[src/shared/ebc_arb_cfg.svh]
// Purpose: Constants for the external bus hold arbitration block
// Assumes: Included by bare name
// Notes: Widths, idle levels and reset values
`ifndef EBC_ARB_CFG_SVH
`define EBC_ARB_CFG_SVH
`define EBC_DATA_W 16
`define EBC_SEG_W 8
`define EBC_NUM_CS 5
`define EBC_NUM_BUSCON 5
`define EBC_ALE_IDLE 1'b0
`define EBC_STROBE_IDLE 1'b1
`define EBC_ACK_RST 1'b1
`define EBC_SYNC_RST 1'b1
`endif

[src/shared/ebc_arb_pkg.sv]
// Purpose: Types for the external bus hold arbitration block
// Assumes: Nothing
// Notes: State machine states only
package ebc_arb_pkg;
    typedef enum logic [1:0] {
        ARB_NORMAL,
        ARB_DRAIN,
        ARB_HOLD,
        ARB_RESUME
    } arb_state_e;
endpackage : ebc_arb_pkg

[src/bus_hold_arbiter.sv]
// Purpose: Hold/acknowledge arbitration and idle pin control of the external bus
// Assumes: Cycle inputs come from the bus cycle engine on core_clk
// Notes: All pin outputs are registered; one cycle behind their causes
//
// Overview of operation
// Idle interface floats muxed port, keeps last address and segment driven.
// Idle: address latch strobe low, read/write high, matching chip select driven.
// Other master asks for the bus by pulling hold request low.
// After sync, finish running cycle, float bus, then drive acknowledge low; code floats bus and drives acknowledge low on the same edge.
// In hold float address/data; strobe pulled low, commands pulled high weakly.
// In hold push-pull chip selects go high, open-drain ones float.
// Internal work continues in hold; stall only on external access need.
// Bus request output asserted only in hold, when external access needed.
// Hold requests ignored while arbitration enable bit is clear.
// Arbitration pins keep their function once enable has been set.
// On hold release: sync, acknowledge high, then drive strobes again.
// Arbiter may answer bus request; regain always starts by releasing hold.
// Other master may release hold any time without a bus request.
// Interface counts as enabled when any bus-active bit is set.
// Hold request passes a two-flop synchroniser before the state machine.
`timescale 1ns/10ps
`include "ebc_arb_cfg.svh"
module bus_hold_arbiter
    import ebc_arb_pkg::*;
#(
    parameter int DATA_W = `EBC_DATA_W,
    parameter int SEG_W = `EBC_SEG_W,
    parameter int NUM_CS = `EBC_NUM_CS,
    parameter int NUM_BUSCON = `EBC_NUM_BUSCON
) (
    input wire logic core_clk,
    input wire logic rst,
    input wire logic clk_en,
    input wire logic hold_req_n,
    input wire logic arbitration_enable,
    input wire logic [NUM_BUSCON-1:0] bus_active_bit,
    input wire logic ext_access_req,
    input wire logic cyc_active,
    input wire logic cyc_ale,
    input wire logic cyc_rd_n,
    input wire logic cyc_write_low_byte_n,
    input wire logic cyc_byte_high_enable_n,
    input wire logic [DATA_W-1:0] cyc_ad_out,
    input wire logic cyc_ad_oe,
    input wire logic [DATA_W-1:0] cyc_addr,
    input wire logic [SEG_W-1:0] cyc_seg,
    input wire logic [NUM_CS-1:0] cyc_cs_n,
    input wire logic cs_enable,
    input wire logic [NUM_CS-1:0] cs_open_drain,
    input wire logic addr_port_used,
    output logic [DATA_W-1:0] muxed_addr_data_out,
    output logic muxed_addr_data_oe,
    output logic [DATA_W-1:0] intra_segment_addr_out,
    output logic intra_segment_addr_oe,
    output logic [SEG_W-1:0] seg_addr_out,
    output logic seg_addr_oe,
    output logic ale_out,
    output logic ale_oe,
    output logic ale_pulldown_en,
    output logic rd_n_out,
    output logic write_low_byte_n,
    output logic byte_high_enable_n,
    output logic cmd_oe,
    output logic cmd_pullup_en,
    output logic [NUM_CS-1:0] cs_n_out,
    output logic [NUM_CS-1:0] cs_oe,
    output logic bus_grant_ack_n,
    output logic bus_want_back_n,
    output logic arb_pins_oe,
    output logic cycle_allow,
    output logic core_stall
);

    // ****************************************
    // Hold request synchroniser
    // ****************************************
    logic hold_meta_q, hold_sync_q;

    always_ff @(posedge core_clk) begin
        if (rst) begin
            hold_meta_q <= `EBC_SYNC_RST;
            hold_sync_q <= `EBC_SYNC_RST;
        end else if (clk_en) begin
            hold_meta_q <= hold_req_n;
            hold_sync_q <= hold_meta_q;
        end
    end

    // ****************************************
    // Arbitration state machine
    // ****************************************
    arb_state_e state_q, state_d;
    logic bus_if_en, float_d;

    assign bus_if_en = |bus_active_bit;

    always_comb begin
        state_d = state_q;
        case (state_q)
            ARB_NORMAL: begin
                if (arbitration_enable && !hold_sync_q) begin
                    state_d = ARB_DRAIN;
                end
            end
            ARB_DRAIN: begin
                if (hold_sync_q) begin
                    state_d = ARB_NORMAL;
                end else if (!cyc_active) begin
                    state_d = ARB_HOLD;
                end
            end
            ARB_HOLD: begin
                if (hold_sync_q) begin
                    state_d = ARB_RESUME;
                end
            end
            ARB_RESUME: state_d = ARB_NORMAL;
            default: state_d = ARB_NORMAL;
        endcase
    end

    assign float_d = (state_d == ARB_HOLD) || (state_d == ARB_RESUME);

    always_ff @(posedge core_clk) begin
        if (rst) begin
            state_q <= ARB_NORMAL;
        end else if (clk_en) begin
            state_q <= state_d;
        end
    end

    // ****************************************
    // Arbitration pins and core handshake
    // ****************************************
    logic ack_n_q, want_n_q, pull_q, armed_q, allow_q, stall_q;

    always_ff @(posedge core_clk) begin
        if (rst) begin
            ack_n_q <= `EBC_ACK_RST;
            want_n_q <= `EBC_ACK_RST;
            pull_q <= 1'b0;
            armed_q <= 1'b0;
            allow_q <= 1'b1;
            stall_q <= 1'b0;
        end else if (clk_en) begin
            ack_n_q <= (state_d != ARB_HOLD);
            want_n_q <= !((state_d == ARB_HOLD) && ext_access_req);
            pull_q <= (state_d == ARB_HOLD);
            if (arbitration_enable) begin
                armed_q <= 1'b1;
            end
            allow_q <= (state_d == ARB_NORMAL);
            stall_q <= ext_access_req && (state_d != ARB_NORMAL);
        end
    end

    // ****************************************
    // Address, data and segment pins
    // ****************************************
    logic [DATA_W-1:0] ad_q, addr_q;
    logic [SEG_W-1:0] seg_q;
    logic ad_oe_q, addr_oe_q, seg_oe_q;

    always_ff @(posedge core_clk) begin
        if (rst) begin
            ad_q <= '0;
            ad_oe_q <= 1'b0;
            addr_oe_q <= 1'b0;
            seg_oe_q <= 1'b0;
        end else if (clk_en) begin
            ad_q <= cyc_ad_out;
            ad_oe_q <= bus_if_en && cyc_active && cyc_ad_oe && !float_d;
            addr_oe_q <= bus_if_en && addr_port_used && !float_d;
            seg_oe_q <= bus_if_en && !float_d;
        end
    end

    always_ff @(posedge core_clk) begin
        if (rst) begin
            addr_q <= '0;
            seg_q <= '0;
        end else if (clk_en && cyc_active) begin
            addr_q <= cyc_addr;
            seg_q <= cyc_seg;
        end
    end

    // ****************************************
    // Strobe pins
    // ****************************************
    logic ale_q, rd_n_q, wrl_n_q, bhe_n_q, ctl_oe_q;

    always_ff @(posedge core_clk) begin
        if (rst) begin
            ale_q <= `EBC_ALE_IDLE;
            rd_n_q <= `EBC_STROBE_IDLE;
            wrl_n_q <= `EBC_STROBE_IDLE;
            bhe_n_q <= `EBC_STROBE_IDLE;
            ctl_oe_q <= 1'b0;
        end else if (clk_en) begin
            if (cyc_active && !float_d) begin
                ale_q <= cyc_ale;
                rd_n_q <= cyc_rd_n;
                wrl_n_q <= cyc_write_low_byte_n;
                bhe_n_q <= cyc_byte_high_enable_n;
            end else begin
                ale_q <= `EBC_ALE_IDLE;
                rd_n_q <= `EBC_STROBE_IDLE;
                wrl_n_q <= `EBC_STROBE_IDLE;
                bhe_n_q <= `EBC_STROBE_IDLE;
            end
            ctl_oe_q <= bus_if_en && !float_d;
        end
    end

    // ****************************************
    // Chip select pins
    // ****************************************
    logic [NUM_CS-1:0] cs_q, cs_oe_q;

    for (genvar i = 0; i < NUM_CS; i++) begin : g_cs
        always_ff @(posedge core_clk) begin
            if (rst) begin
                cs_q[i] <= 1'b1;
                cs_oe_q[i] <= 1'b0;
            end else if (clk_en) begin
                if (float_d) begin
                    cs_q[i] <= 1'b1;
                    cs_oe_q[i] <= !cs_open_drain[i];
                end else begin
                    cs_q[i] <= cyc_cs_n[i];
                    cs_oe_q[i] <= bus_if_en && cs_enable
                        && (!cs_open_drain[i] || !cyc_cs_n[i]);
                end
            end
        end
    end

    // ****************************************
    // Output connections
    // ****************************************
    assign muxed_addr_data_out = ad_q;
    assign muxed_addr_data_oe = ad_oe_q;
    assign intra_segment_addr_out = addr_q;
    assign intra_segment_addr_oe = addr_oe_q;
    assign seg_addr_out = seg_q;
    assign seg_addr_oe = seg_oe_q;
    assign ale_out = ale_q;
    assign ale_oe = ctl_oe_q;
    assign ale_pulldown_en = pull_q;
    assign rd_n_out = rd_n_q;
    assign write_low_byte_n = wrl_n_q;
    assign byte_high_enable_n = bhe_n_q;
    assign cmd_oe = ctl_oe_q;
    assign cmd_pullup_en = pull_q;
    assign cs_n_out = cs_q;
    assign cs_oe = cs_oe_q;
    assign bus_grant_ack_n = ack_n_q;
    assign bus_want_back_n = want_n_q;
    assign arb_pins_oe = armed_q;
    assign cycle_allow = allow_q;
    assign core_stall = stall_q;
endmodule : bus_hold_arbiter

[config.mk]
export PLATFORM = sky130hd
export DESIGN_NAME = bus_hold_arbiter
export DESIGN_NICKNAME = d
export VERILOG_FILES = /design/src/shared/ebc_arb_pkg.sv /design/src/bus_hold_arbiter.sv
export VERILOG_INCLUDE_DIRS = /design/src /design/src/shared
export SDC_FILE = /design/constraint.sdc
export NUM_CORES = 1
export LEC_CHECK = 0
export ABC_AREA = 1
export BUFFER_PORTS_ARGS = -buffer_cell sky130_fd_sc_hd__buf_4
export CORE_ASPECT_RATIO = 1.5
export CORE_MARGIN = 4
export CORE_UTILIZATION = 44
export DETAILED_ROUTE_END_ITERATION = 8
export PLACE_DENSITY_LB_ADDON = 0.08
export SYNTH_ARGS = -nofsm -noshare
export SYNTH_HDL_FRONTEND = slang
export SYNTH_SLANG_ARGS = --single-unit
[constraint.sdc]
create_clock -name core_clk -period 1.3 [get_ports core_clk]
set_input_delay 0.39 -clock core_clk [delete_from_list [all_inputs] [get_ports core_clk]]
set_output_delay 0.39 -clock core_clk [all_outputs]
set_load 0.02 [all_outputs]
; ---- Yosys cells after proc, flatten, opt, wreduce, memory -nomap -nowiden
; Index checks and enable logic that the tools add are counted.
[word_totals]
elab_cells = 95
regBits = 67
[op_classes]
eq_ne = 6
n_reduce_logical = 41
mux = 19
[op_table]
columns = cell, n
row1 = logical AND 1 bit, 17
row2 = two-way mux 1 bit, 14
row3 = zero test 1 bit, 13
row4 = equality test 2 bit (second input constant), 4
row5 = two-way mux 2 bit, 4
row6 = one-hot mux 2 bit (4 select lines), 1
row7 = logical OR 1 bit, 6
row8 = OR reduction 5 bit, 1
row9 = zero test 2 bit, 2
row10 = equality test 2 x 1 -> 1 bit (second input constant), 1
row11 = inequality test 2 bit (second input constant), 1
row12 = AND reduction 2 bit, 1
row13 = nonzero test 2 bit, 1

; ---- Longest topological paths before layout
; Gate-level depths: netlist (run 1).
[logic_depth]
ltp_word = 9
mapped_depth = 9
mapped_depth_nobuf = 9

; ---- Worst setup path after synthesis (run 1)
; Ideal clock, no wire load.
[synth_path]
path_type = register -> register
start = register state_q[1]
end = register cs_oe_q[0] (netlist: cs_oe[0])
t_required_ns = 1.232
stages_incl_launch_ff = 9
setup_time_ns = 0.068
arrival_ns = 1.068
path_slack_ns = 0.164
cell_sequence = dfxtp_1 > inv_2 > or2_1 > buf_6 > nand2_8 > nand2_4 > nand2_4 > nand2_1 > a21oi_2
[synth_via]
elab_chain_len = 6
word_cells_on_any_way = 13
[synth_rtl]
columns = element, line
row1 = start: declaration, bus_hold_arbiter.sv:92  ; arb_state_e state_q, state_d;
row2 = start signal: assignment, bus_hold_arbiter.sv:128  ; state_q <= state_d;
row3 = two-way mux 2 bit, bus_hold_arbiter.sv:108  ; end else if (!cyc_active) begin
row4 = two-way mux 2 bit, bus_hold_arbiter.sv:106  ; if (hold_sync_q) begin
row5 = one-hot mux 2 bit (4 select lines) *, bus_hold_arbiter.sv:99  ; case (state_q)
row6 = equality test 2 bit, bus_hold_arbiter.sv:122  ; assign float_d = (state_d == ARB_HOLD) || (state_d == ARB_RESUME);
row7 = logical OR 1 bit *, bus_hold_arbiter.sv:122
row8 = two-way mux 1 bit *, bus_hold_arbiter.sv:227  ; if (float_d) begin
row9 = end signal: indexed assignment, bus_hold_arbiter.sv:229  ; cs_oe_q[i] <= !cs_open_drain[i];
row10 = end signal: indexed assignment, bus_hold_arbiter.sv:232  ; cs_oe_q[i] <= bus_if_en && cs_enable
row11 = end: declaration, bus_hold_arbiter.sv:219  ; logic [NUM_CS-1:0] cs_q, cs_oe_q;
; Every way passes the cells marked *; elsewhere a longest branch is shown, timed or not.
; A chain may end at the register's enable or synchronous reset.

; ---- Worst setup path after layout (run 1)
[layout_path]
start = register pull_q (netlist: ale_pulldown_en)
end = output port cmd_pullup_en
[layout_rtl]
columns = element, line
row1 = start: declaration, bus_hold_arbiter.sv:135  ; logic ack_n_q, want_n_q, pull_q, armed_q, allow_q, stall_q;
row2 = start signal: assignment, bus_hold_arbiter.sv:148  ; pull_q <= (state_d == ARB_HOLD);
row3 = end: declaration, bus_hold_arbiter.sv:64  ; output logic cmd_pullup_en,
; No word-level cell between the ends.

==> metrics.md, run 1 <==
| Metric | Value |
|---|---|
| Outcome | `finished clean` |
| Fraction of final layout cells sized beyond drive strength 1 | `38.4%` |
| Fin Clk Skew | `4.17 ps` |
| CP bufs+invs | `1` |
| Most used cells in the layout excluding fill and tap cells | `buf_4, nor2_1, dfxtp_1` |
| Sink of the worst hold path | `byte_high_enable_n` |
| Slowest cell on the critical path | `dfxtp_1` |
| Maximum achievable frequency | `0.807 GHz` |
| Vert. Die Dim | `101 um` |
| TritonCTS clock tree | `yes` |
| Via/cell ratio | `4.77` |
| Initial core utilization | `45.7%` |
| Worst flop-to-flop path endpoint | `cs_oe[2]` |
| Maximum number of pins on one net before global-route repair | `31` |
| Synth warn | `0` |
| Crit-path max cell delay | `360 ps` |
| Reg2Reg Depth | `7` |
| Worst-case setup margin in the final layout | `60.5 ps` |
| Share of synthesized area occupied by flip-flops and latches | `53.0%` |
| Type of origin of the critical path | `register` |
| Class of the tightest hold or removal check | `in2reg` |
| Power per unit of standard cell area | `1220 nW/um^2` |
| Die area | `7050 um^2` |
| Cts repair resizes | `1` |
| Clock insertion delay at the later pin of the skew report | `330 ps` |
| Clock edge transition at the registers on the reported setup and hold paths | `70 ps` |
| VDD IR-drop max | `1.10 mV` |
| Final cell utilization of the core | `69.9%` |
| Static Leakage | `0.00186 uW` |
| Clock root buffer | `clkbuf_8` |
| Depth of the CTS H-tree | `3` |
| Critical path class | `reg2out` |
| Cell class contributing the biggest share of worst-path delay | `flip-flops` |
| Unrepaired setup endpoints after global routing | `no` |
| Slew of the pin with the lowest slew margin | `259 ps` |
| Worst R2R Setup Slack | `110 ps` |
| Met2 Wirelength | `3770 um` |
| Metal-1 WL | `2540 um` |
| Seq. cell area | `1340 um^2` |
| Area of the multi-input gates | `1040 um^2` |
| Post-place setup slack | `-26.5 ps` |
| Post-CTS setup buffer count | `0` |
| Synthesized instance count | `328` |
| Final setup violation count | `0` |
| Clock net sink count | `67` |
| Placer Congestion | `0.848` |
| Final worst path period share | `95.3%` |
| Remaining antenna violation count | `0` |
| Dpl hpwl | `5360 um` |
| Count of pins over their slew limit | `0` |
| Critical Path, Cell by Cell | `buf_4` |
| Mapped Nets | `397` |
| Hold Vio Cnt, Final | `0` |
| Number of DRC violations after detailed routing | `0` |
| Final layout net count | `535` |
| Row Count | `33` |
| Overall power consumption | `4720 uW` |
| Area delta synth->final | `52.9%` |
| Critical path capture point type | `output pin` |
| Routed wl met3 | `617 um` |
| Startpoint of the lowest-slack hold path | `cyc_byte_high_enable_n` |
| Floorplan die width | `69.9 um` |
| Shortest period the worst path allows | `1240 ps` |
| Number of distinct standard cells referenced by the synthesized netlist | `20` |
| Arrival time worst endpoint | `850 ps` |
| Vias in the first global route | `2537` |
| Most frequent standard cell in the layout excluding fill and tap cells | `buf_4` |
| Buffers from clock root to sink, at most | `2` |
| GRT overflow | `0` |
| Routed length per placed instance | `13.0 um` |
| Flip-flop and latch count after synthesis | `67` |
| Average footprint of a synthesized cell | `7.71 um^2` |
| Total placed cells including tap cells | `525` |
| Worst hold margin | `263 ps` |
| Boundary Pins | `135` |
| Fill cell instance count of the final layout | `488` |
| Number of buffers inserted during clock tree synthesis | `9` |
| Req. time, crit path | `910 ps` |
| Relative max-transition margin | `82.5%` |
| Core Footprint | `5530 um^2` |
| Mapped Area | `2530 um^2` |
| Worst R2R Start | `state_q[1]` |
| Number of optimization iterations in the first detailed-route pass | `4` |
| Routed wire length | `7050 um` |
| Total stage count of the critical path | `1` |
| Layout Cells excl Fill | `541` |
| Number of vias after detailed routing | `2582` |
| Starting DRC count in detailed routing | `110` |
| Number of diodes | `0` |
| Max-cap violations | `0` |
| Hold depth | `3` |
| Number of hold buffers added after cts | `0` |
| Highest metal layer with signal wires | `met4` |
| Worst-path maximum fanout | `3` |
| Antenna violations before repair | `0` |
| GRT Total Usage | `20.0%` |
| First-pass GRT wire length | `11300 um` |
| Count of buffers inserted at the top-level ports | `134` |
==> Yosys cell counts <==
cell      number  area (um^2)
o22ai_1        3         18.8
nand3_2        1         10.0
a21oi_2        5         43.8
nor2_1        89          334
nand3_1       13         65.1
nand3b_1       2         15.0
nand2_1       53          199
buf_1          1         3.75
nand2_4        2         22.5
dfxtp_1       67         1340
clkbuf_1       9         33.8
inv_1          8         30.0
nand2_8        1         20.0
buf_4          5         37.5
or2_1          1         6.26
inv_2          3         11.3
o21ai_0       44          220
a21oi_1       14         70.1
buf_6          2         22.5
buf_2          5         25.0
==> state kept, by name, indices dropped and copies added, names as in the netlist, 2 cells and up <==
register                flops
cs_n_out                    5
cs_oe                       5
intra_segment_addr_out     16
muxed_addr_data_out        16
seg_addr_out                8
state_q                     2
==> per-stage QoR <==
step           area [um^2]  setup TNS (ps)
5_1_grt               3870               0
3_3_place_gp          3660               0
4_1_cts               3850               0
3_5_place_dp          3660           -97.9
2_1_floorplan         2530               0
6_report              3870               0
==> cell families after synthesis <==
| logic type | synth area share [%] |
|---|---|
| AOI/OAI and AO/OA | 13.9 |
| buffers and inverters | 6.48 |
| DFF | 53.0 |
| and+or+nand+nor | 26.6 |
==> routing by layer <==
metal  vias to the layer above  global-route usage [%]
met4                         0                    8.26
met3                        12                    7.68
met5                         -                       0
met2                        97                    36.1
met1                      1146                    20.6
li1                       1327                       -
==> layout make-up <==
| type | instances | share of cell area (%) |
|---|---|---|
| timing repair buffer | 149 | 30.2 |
| sequential | 67 | 34.7 |
| clock buffer | 11 | 3.91 |
| inverter | 11 | 1.07 |
| multi-input combinational | 228 | 26.9 |
| clock inverter | 5 | 0.938 |
| tap | 70 | 2.26 |
==> where the power goes <==
| group | switching (uW) | leakage (uW) | internal [uW] |
|---|---|---|---|
| registers | 65.6 | 0.000554 | 2180 |
| logic | 457 | 0.00122 | 424 |
| clock network | 787 | 0.0000880 | 799 |
==> worst max-delay path by stage <==
stage,startpoint,endpoint,slack [ps]
floorplan,state_q[1],cs_oe[0],160
global placement,clk_en,core_stall,2
detailed placement,cyc_active,cs_oe[3],-30
CTS,ale_oe,seg_addr_oe,10
global route,ale_pulldown_en,ale_pulldown_en,3
finish,ale_pulldown_en,cmd_pullup_en,60
==> worst reg2reg max path, delay by kind of cell (launching register included) <==
| family | cells | cell delay (ps) |
|---|---|---|
| flops | 1 | 340 |
| compound gates | 1 | 110 |
| simple gates | 6 | 690 |
(Power assumes the default switching activity.)
==> inputs of run 2 (changes only) <==
CELL_PAD_IN_SITES_DETAIL_PLACEMENT = 1   (was not set)
CELL_PAD_IN_SITES_GLOBAL_PLACEMENT = 2   (was not set)
CORE_UTILIZATION = 23   (was 44)
SETUP_SLACK_MARGIN = 0.05   (was not set)
==> run 2 against run 1 <==
  * Count of clock-buffer cells in the layout did not move
  * Hold slack better by 20 ps
  * Wire length increased by 24%
  * Utilization fell by 32 points
  * Critical path type unchanged
  * Critical endpoint is now cycle_allow
  * Largest power group is now clock
==> metrics.md, run 2 (same netlist as run 1, synthesis figures left out) <==
| Metric | Value |
|---|---|
| Routed length per placed instance | `14.3 um` |
| Die area | `12800 um^2` |
| Global routing met3 resource utilization | `3.82%` |
| Outcome | `finished clean` |
| Slowest cell on the critical path | `dfxtp_1` |
| TritonCTS clock tree | `yes` |
| Number of buffers inserted during clock tree synthesis | `9` |
| Placer Congestion | `0.740` |
| Fraction of final layout cells sized beyond drive strength 1 | `39.0%` |
| Clock edge transition at the registers on the reported setup and hold paths | `50 ps` |
| Area delta synth->final | `60.6%` |
| Clock root buffer | `clkbuf_16` |
| Type of origin of the critical path | `register` |
| Core Footprint | `10600 um^2` |
| Row Count | `46` |
| Depth of the CTS H-tree | `3` |
| Final Cell Area | `4060 um^2` |
| Starting DRC count in detailed routing | `52` |
| Number of hold buffers added after cts | `0` |
| Final layout net count | `533` |
| Hold Vio Cnt, Final | `0` |
| Critical Path, Cell by Cell | `buf_4` |
| Buffers from clock root to sink, at most | `2` |
| Worst-path maximum fanout | `2` |
| Count of pins over their slew limit | `0` |
| Relative max-transition margin | `84.7%` |
| Crit-path max cell delay | `350 ps` |
| Max-cap violations | `0` |
| Critical path capture point type | `output pin` |
| Initial core utilization | `23.8%` |
| Via/cell ratio | `4.33` |
| Count of buffers inserted at the top-level ports | `134` |
| Slew of the pin with the lowest slew margin | `230 ps` |
| Arrival time worst endpoint | `830 ps` |
| Overall power consumption | `5510 uW` |
| Critical path class | `reg2out` |
| Antenna violations before repair | `0` |
| Number of optimization iterations in the first detailed-route pass | `4` |
| Cell class contributing the biggest share of worst-path delay | `flip-flops` |
| Req. time, crit path | `910 ps` |
| Setup tns final | `0 ps` |
| Fin Clk Skew | `2.85 ps` |
| Most used cells in the layout excluding fill and tap cells | `buf_4, nor2_1, dfxtp_1` |
| Clock net sink count | `67` |
| Static Leakage | `0.00191 uW` |
| Final cell utilization of the core | `38.2%` |
| Vias in the first global route | `2767` |
| Number of diodes | `0` |
| Met2 usage in global routing | `24.0%` |
| Power per unit of standard cell area | `1360 nW/um^2` |
| VDD IR-drop max | `0.651 mV` |
| Number of vias after detailed routing | `2648` |
| Unrepaired setup endpoints after global routing | `yes` |
| Shortest period the worst path allows | `1220 ps` |
| Final setup violation count | `0` |
| Remaining antenna violation count | `0` |
| GRT overflow | `0` |
| Class of the tightest hold or removal check | `in2reg` |
| Clock insertion delay at the later pin of the skew report | `320 ps` |
| Number of DRC violations after detailed routing | `0` |
| Worst hold margin | `283 ps` |
| Gr busiest metal | `met2` |
| Met1 global-route usage | `15.6%` |
| GRT Total Usage | `13.8%` |
| Dpl hpwl | `6420 um` |
| Final worst path period share | `93.8%` |
| Vert. Die Dim | `136 um` |
| CP bufs+invs | `1` |
| Maximum achievable frequency | `0.820 GHz` |
| Most frequent standard cell in the layout excluding fill and tap cells | `buf_4` |
| First-pass GRT wire length | `13600 um` |
| Boundary Pins | `135` |
| Routed wire length | `8760 um` |
| Floorplan die width | `93.6 um` |
| Placed Instance Area | `3750 um^2` |
| Maximum number of pins on one net before global-route repair | `26` |
## run 2: cell types whose count changed in the layout (fill, tap and decap cells not counted), moves of 3 or more
cell        delta
clkinvlp_4     -3
dfxtp_1        -3
clkbuf_16      +9
buf_4          -3
clkbuf_8      -10
dfxtp_2        +3
## run 2: final timing paths
path	from	to	slack, ps	cells after the start
setup / recovery	cycle_allow	cycle_allow	80	1
hold / removal	hold_req_n	hold_meta_q	280	3
setup reg to reg	state_q[1]	cs_oe[0]	110	7
hold reg to reg	hold_meta_q	hold_meta_q	460	2
## run 2: worst min-delay path: cells and delay by family
family / cells / cell delay, ps
AND/OR/NAND/NOR: 2 / 100
buffers and inverters: 1 / 80
## run 2: metrics by stage
stage               instances  setup slack (ps)
finish                    611              80.3
global placement          597             -7.61
floorplan                 328               164
CTS                       611              46.7
global route              611              21.3
detailed placement        597             -65.0
## run 2: where the power goes
part	switching (uW)	internal (uW)
Combinational	474	428
Sequential	68.5	2190
Clock	845	1510
Total	1390	4120
## run 2: layout make-up
class                      instances  area [um^2]
timing repair buffer             147         1170
sequential                        67         1350
inverter                          11         41.3
tap                              144          180
clock inverter                     3         40.0
multi-input combinational        228         1040
fill                            1302         6590
clock buffer                      11          243
## run 2: what timing repair did
action / 4_1_cts / 5_1_grt
setup endpoints to repair: 18 / 14
buffers inserted: 0 / 0
gates cloned: 0 / 0
resized for setup: 2 / 9
## run 2: layer usage
metal	part of all wire (%)	vias to the layer above	wire, um
met5	0	-	0
li1	-	1314	-
met1	42	1242	3680
met2	50	84	4370
met3	6.5	8	571
met4	1.6	0	144
==> inputs of run 3 (changes only) <==
CORE_ASPECT_RATIO = 1.25   (was 1.5)
clock period = 1.2 ns   (was 1.3 ns; I/O delays follow)
==> run 3 against run 2 <==
  * Flip-flop and latch count did not move
  * Cell count is 0.65% higher
  * Clock power is 8.5% higher
  * Hold slack worse by 37 ps
  * First-iteration DRC count up 3.8%
  * Register-to-register slack worse by 80 ps
  * Combinational power up 22%
  * Sequential power grew 10%
  * Sequential share of layout area decreased by 1.6 points
==> metrics.md, run 3 (same netlist as run 1, synthesis figures left out) <==
| Metric | Value |
|---|---|
| Area of the multi-input gates | `1060 um^2` |
| First-pass GRT wire length | `14300 um` |
| Critical path capture point type | `register` |
| Hold Vio Cnt, Final | `0` |
| Class of the tightest hold or removal check | `in2reg` |
| Clock root buffer | `clkbuf_16` |
| Starting DRC count in detailed routing | `54` |
| Placer Congestion | `0.750` |
| Number of vias after detailed routing | `2658` |
| Worst-path maximum fanout | `7` |
| GRT overflow | `0` |
| Buffers from clock root to sink, at most | `2` |
| Number of optimization iterations in the first detailed-route pass | `4` |
| Slew of the pin with the lowest slew margin | `221 ps` |
| Arrival time worst endpoint | `1380 ps` |
| Antenna violations before repair | `0` |
| Boundary Pins | `135` |
| Critical path class | `reg2reg` |
| Routed wire length | `8770 um` |
| Layout Cells excl Fill | `615` |
| Fill cell instance count of the final layout | `1276` |
| Total placed cells including tap cells | `595` |
| Type of origin of the critical path | `register` |
| Via/cell ratio | `4.32` |
| Fraction of final layout cells sized beyond drive strength 1 | `54.5%` |
| Setup tns final | `0 ps` |
| Remaining antenna violation count | `0` |
| Worst hold margin | `246 ps` |
| Clock insertion delay at the later pin of the skew report | `320 ps` |
| Unrepaired setup endpoints after global routing | `yes` |
| Worst flop-to-flop path endpoint | `ale_out` |
| Final worst path period share | `97.5%` |
| Max-cap violations | `0` |
| Final setup violation count | `0` |
| VDD IR-drop max | `0.674 mV` |
| Row Count | `42` |
| Relative max-transition margin | `85.1%` |
| Clock edge transition at the registers on the reported setup and hold paths | `50 ps` |
| Maximum achievable frequency | `0.854 GHz` |
| Initial core utilization | `23.7%` |
| Count of buffers inserted at the top-level ports | `134` |
| Vias in the first global route | `2861` |
| Overall power consumption | `6140 uW` |
| Area delta synth->final | `78.7%` |
| End point of the critical path | `ale_out` |
| Vert. Die Dim | `125 um` |
| Most frequent standard cell in the layout excluding fill and tap cells | `buf_4` |
| Outcome | `finished clean` |
| Dpl hpwl | `6470 um` |
| Final layout net count | `547` |
| Depth of the CTS H-tree | `3` |
| Worst R2R Setup Slack | `30 ps` |
| Number of DRC violations after detailed routing | `0` |
| Core Footprint | `10700 um^2` |
| Floorplan die width | `102 um` |
| GRT Total Usage | `14.3%` |
| Seq. cell area | `1430 um^2` |
| Worst R2R Start | `state_q[1]` |
| Clock net sink count | `67` |
| Number of diodes | `0` |
| Most used cells in the layout excluding fill and tap cells | `buf_4, nor2_1, buf_6` |
| Req. time, crit path | `1410 ps` |
| Maximum number of pins on one net before global-route repair | `28` |
| Die area | `12800 um^2` |
| Static Leakage | `0.00207 uW` |
| Power per unit of standard cell area | `1360 nW/um^2` |
| Routed length per placed instance | `14.3 um` |
| TritonCTS clock tree | `yes` |
| Number of buffers inserted during clock tree synthesis | `9` |
| Reg2Reg Depth | `6` |
| Fin Clk Skew | `3.58 ps` |
| Shortest period the worst path allows | `1170 ps` |
| Number of hold buffers added after cts | `0` |
| Final cell utilization of the core | `42.4%` |
| First element of the critical path | `state_q[1]` |
| Count of pins over their slew limit | `0` |
[run 3: per-layer routing]
layer / wire, um / track usage (%) / up-vias / part of all wire, %
li1: - / - / 1343 / -
met1: 3740 / 17.7 / 1224 / 43
met2: 4170 / 23.2 / 80 / 48
met3: 693 / 3.90 / 11 / 7.9
met4: 166 / 6.10 / 0 / 1.9
met5: 0 / 0 / - / 0
[run 3: what timing repair did]
item | CTS | global route
pin swaps | 2 | 4
endpoints found under the setup margin | 88 | 74
gates resized for setup | 135 | 13
setup buffers | 1 | 3
[run 3: through the flow]
step,setup WS [ps],area [um^2]
finish,29.6,4520
global route,-65.7,4520
CTS,14.2,4470
detailed placement,-101,3830
global placement,-54.1,3830
floorplan,64.0,2530
[run 3: worst max-delay path, cell delays in order (launching register included)]
cell and delay, ps:
dfxtp_2 350, inv_2 50, or2_4 280, buf_4 160
buf_4 120, nand3_1 50, a21oi_1 60
[run 3: report_power, final]
part / leakage [uW] / switching, uW / total, uW / internal, uW
clock network: 0.000146 / 924 / 2550 / 1620
logic: 0.00135 / 526 / 1100 / 579
registers: 0.000569 / 96.7 / 2490 / 2390
total: 0.00207 / 1550 / 6140 / 4590
[run 3: area by class of cell]
cell class / count / share of cell area [%]
timing repair buffer: 161 / 33.9
tap: 132 / 3.65
multi-input combinational: 228 / 23.5
clock inverter: 1 / 0.111
clock buffer: 15 / 6.37
sequential: 67 / 31.6
inverter: 11 / 0.969
[run 3: how the worst min path moves through the flow]
stage / start / end / slack (ps) / cells past startpoint
final: cyc_rd_n / rd_n_out / 250 / 3
after global routing: cyc_rd_n / rd_n_out / 250 / 3
after detailed placement: hold_meta_q / hold_meta_q / 450 / 2
after CTS: cyc_rd_n / rd_n_out / 240 / 3
after floorplan: hold_meta_q / hold_meta_q / 430 / 2
after global placement: hold_meta_q / hold_meta_q / 440 / 2
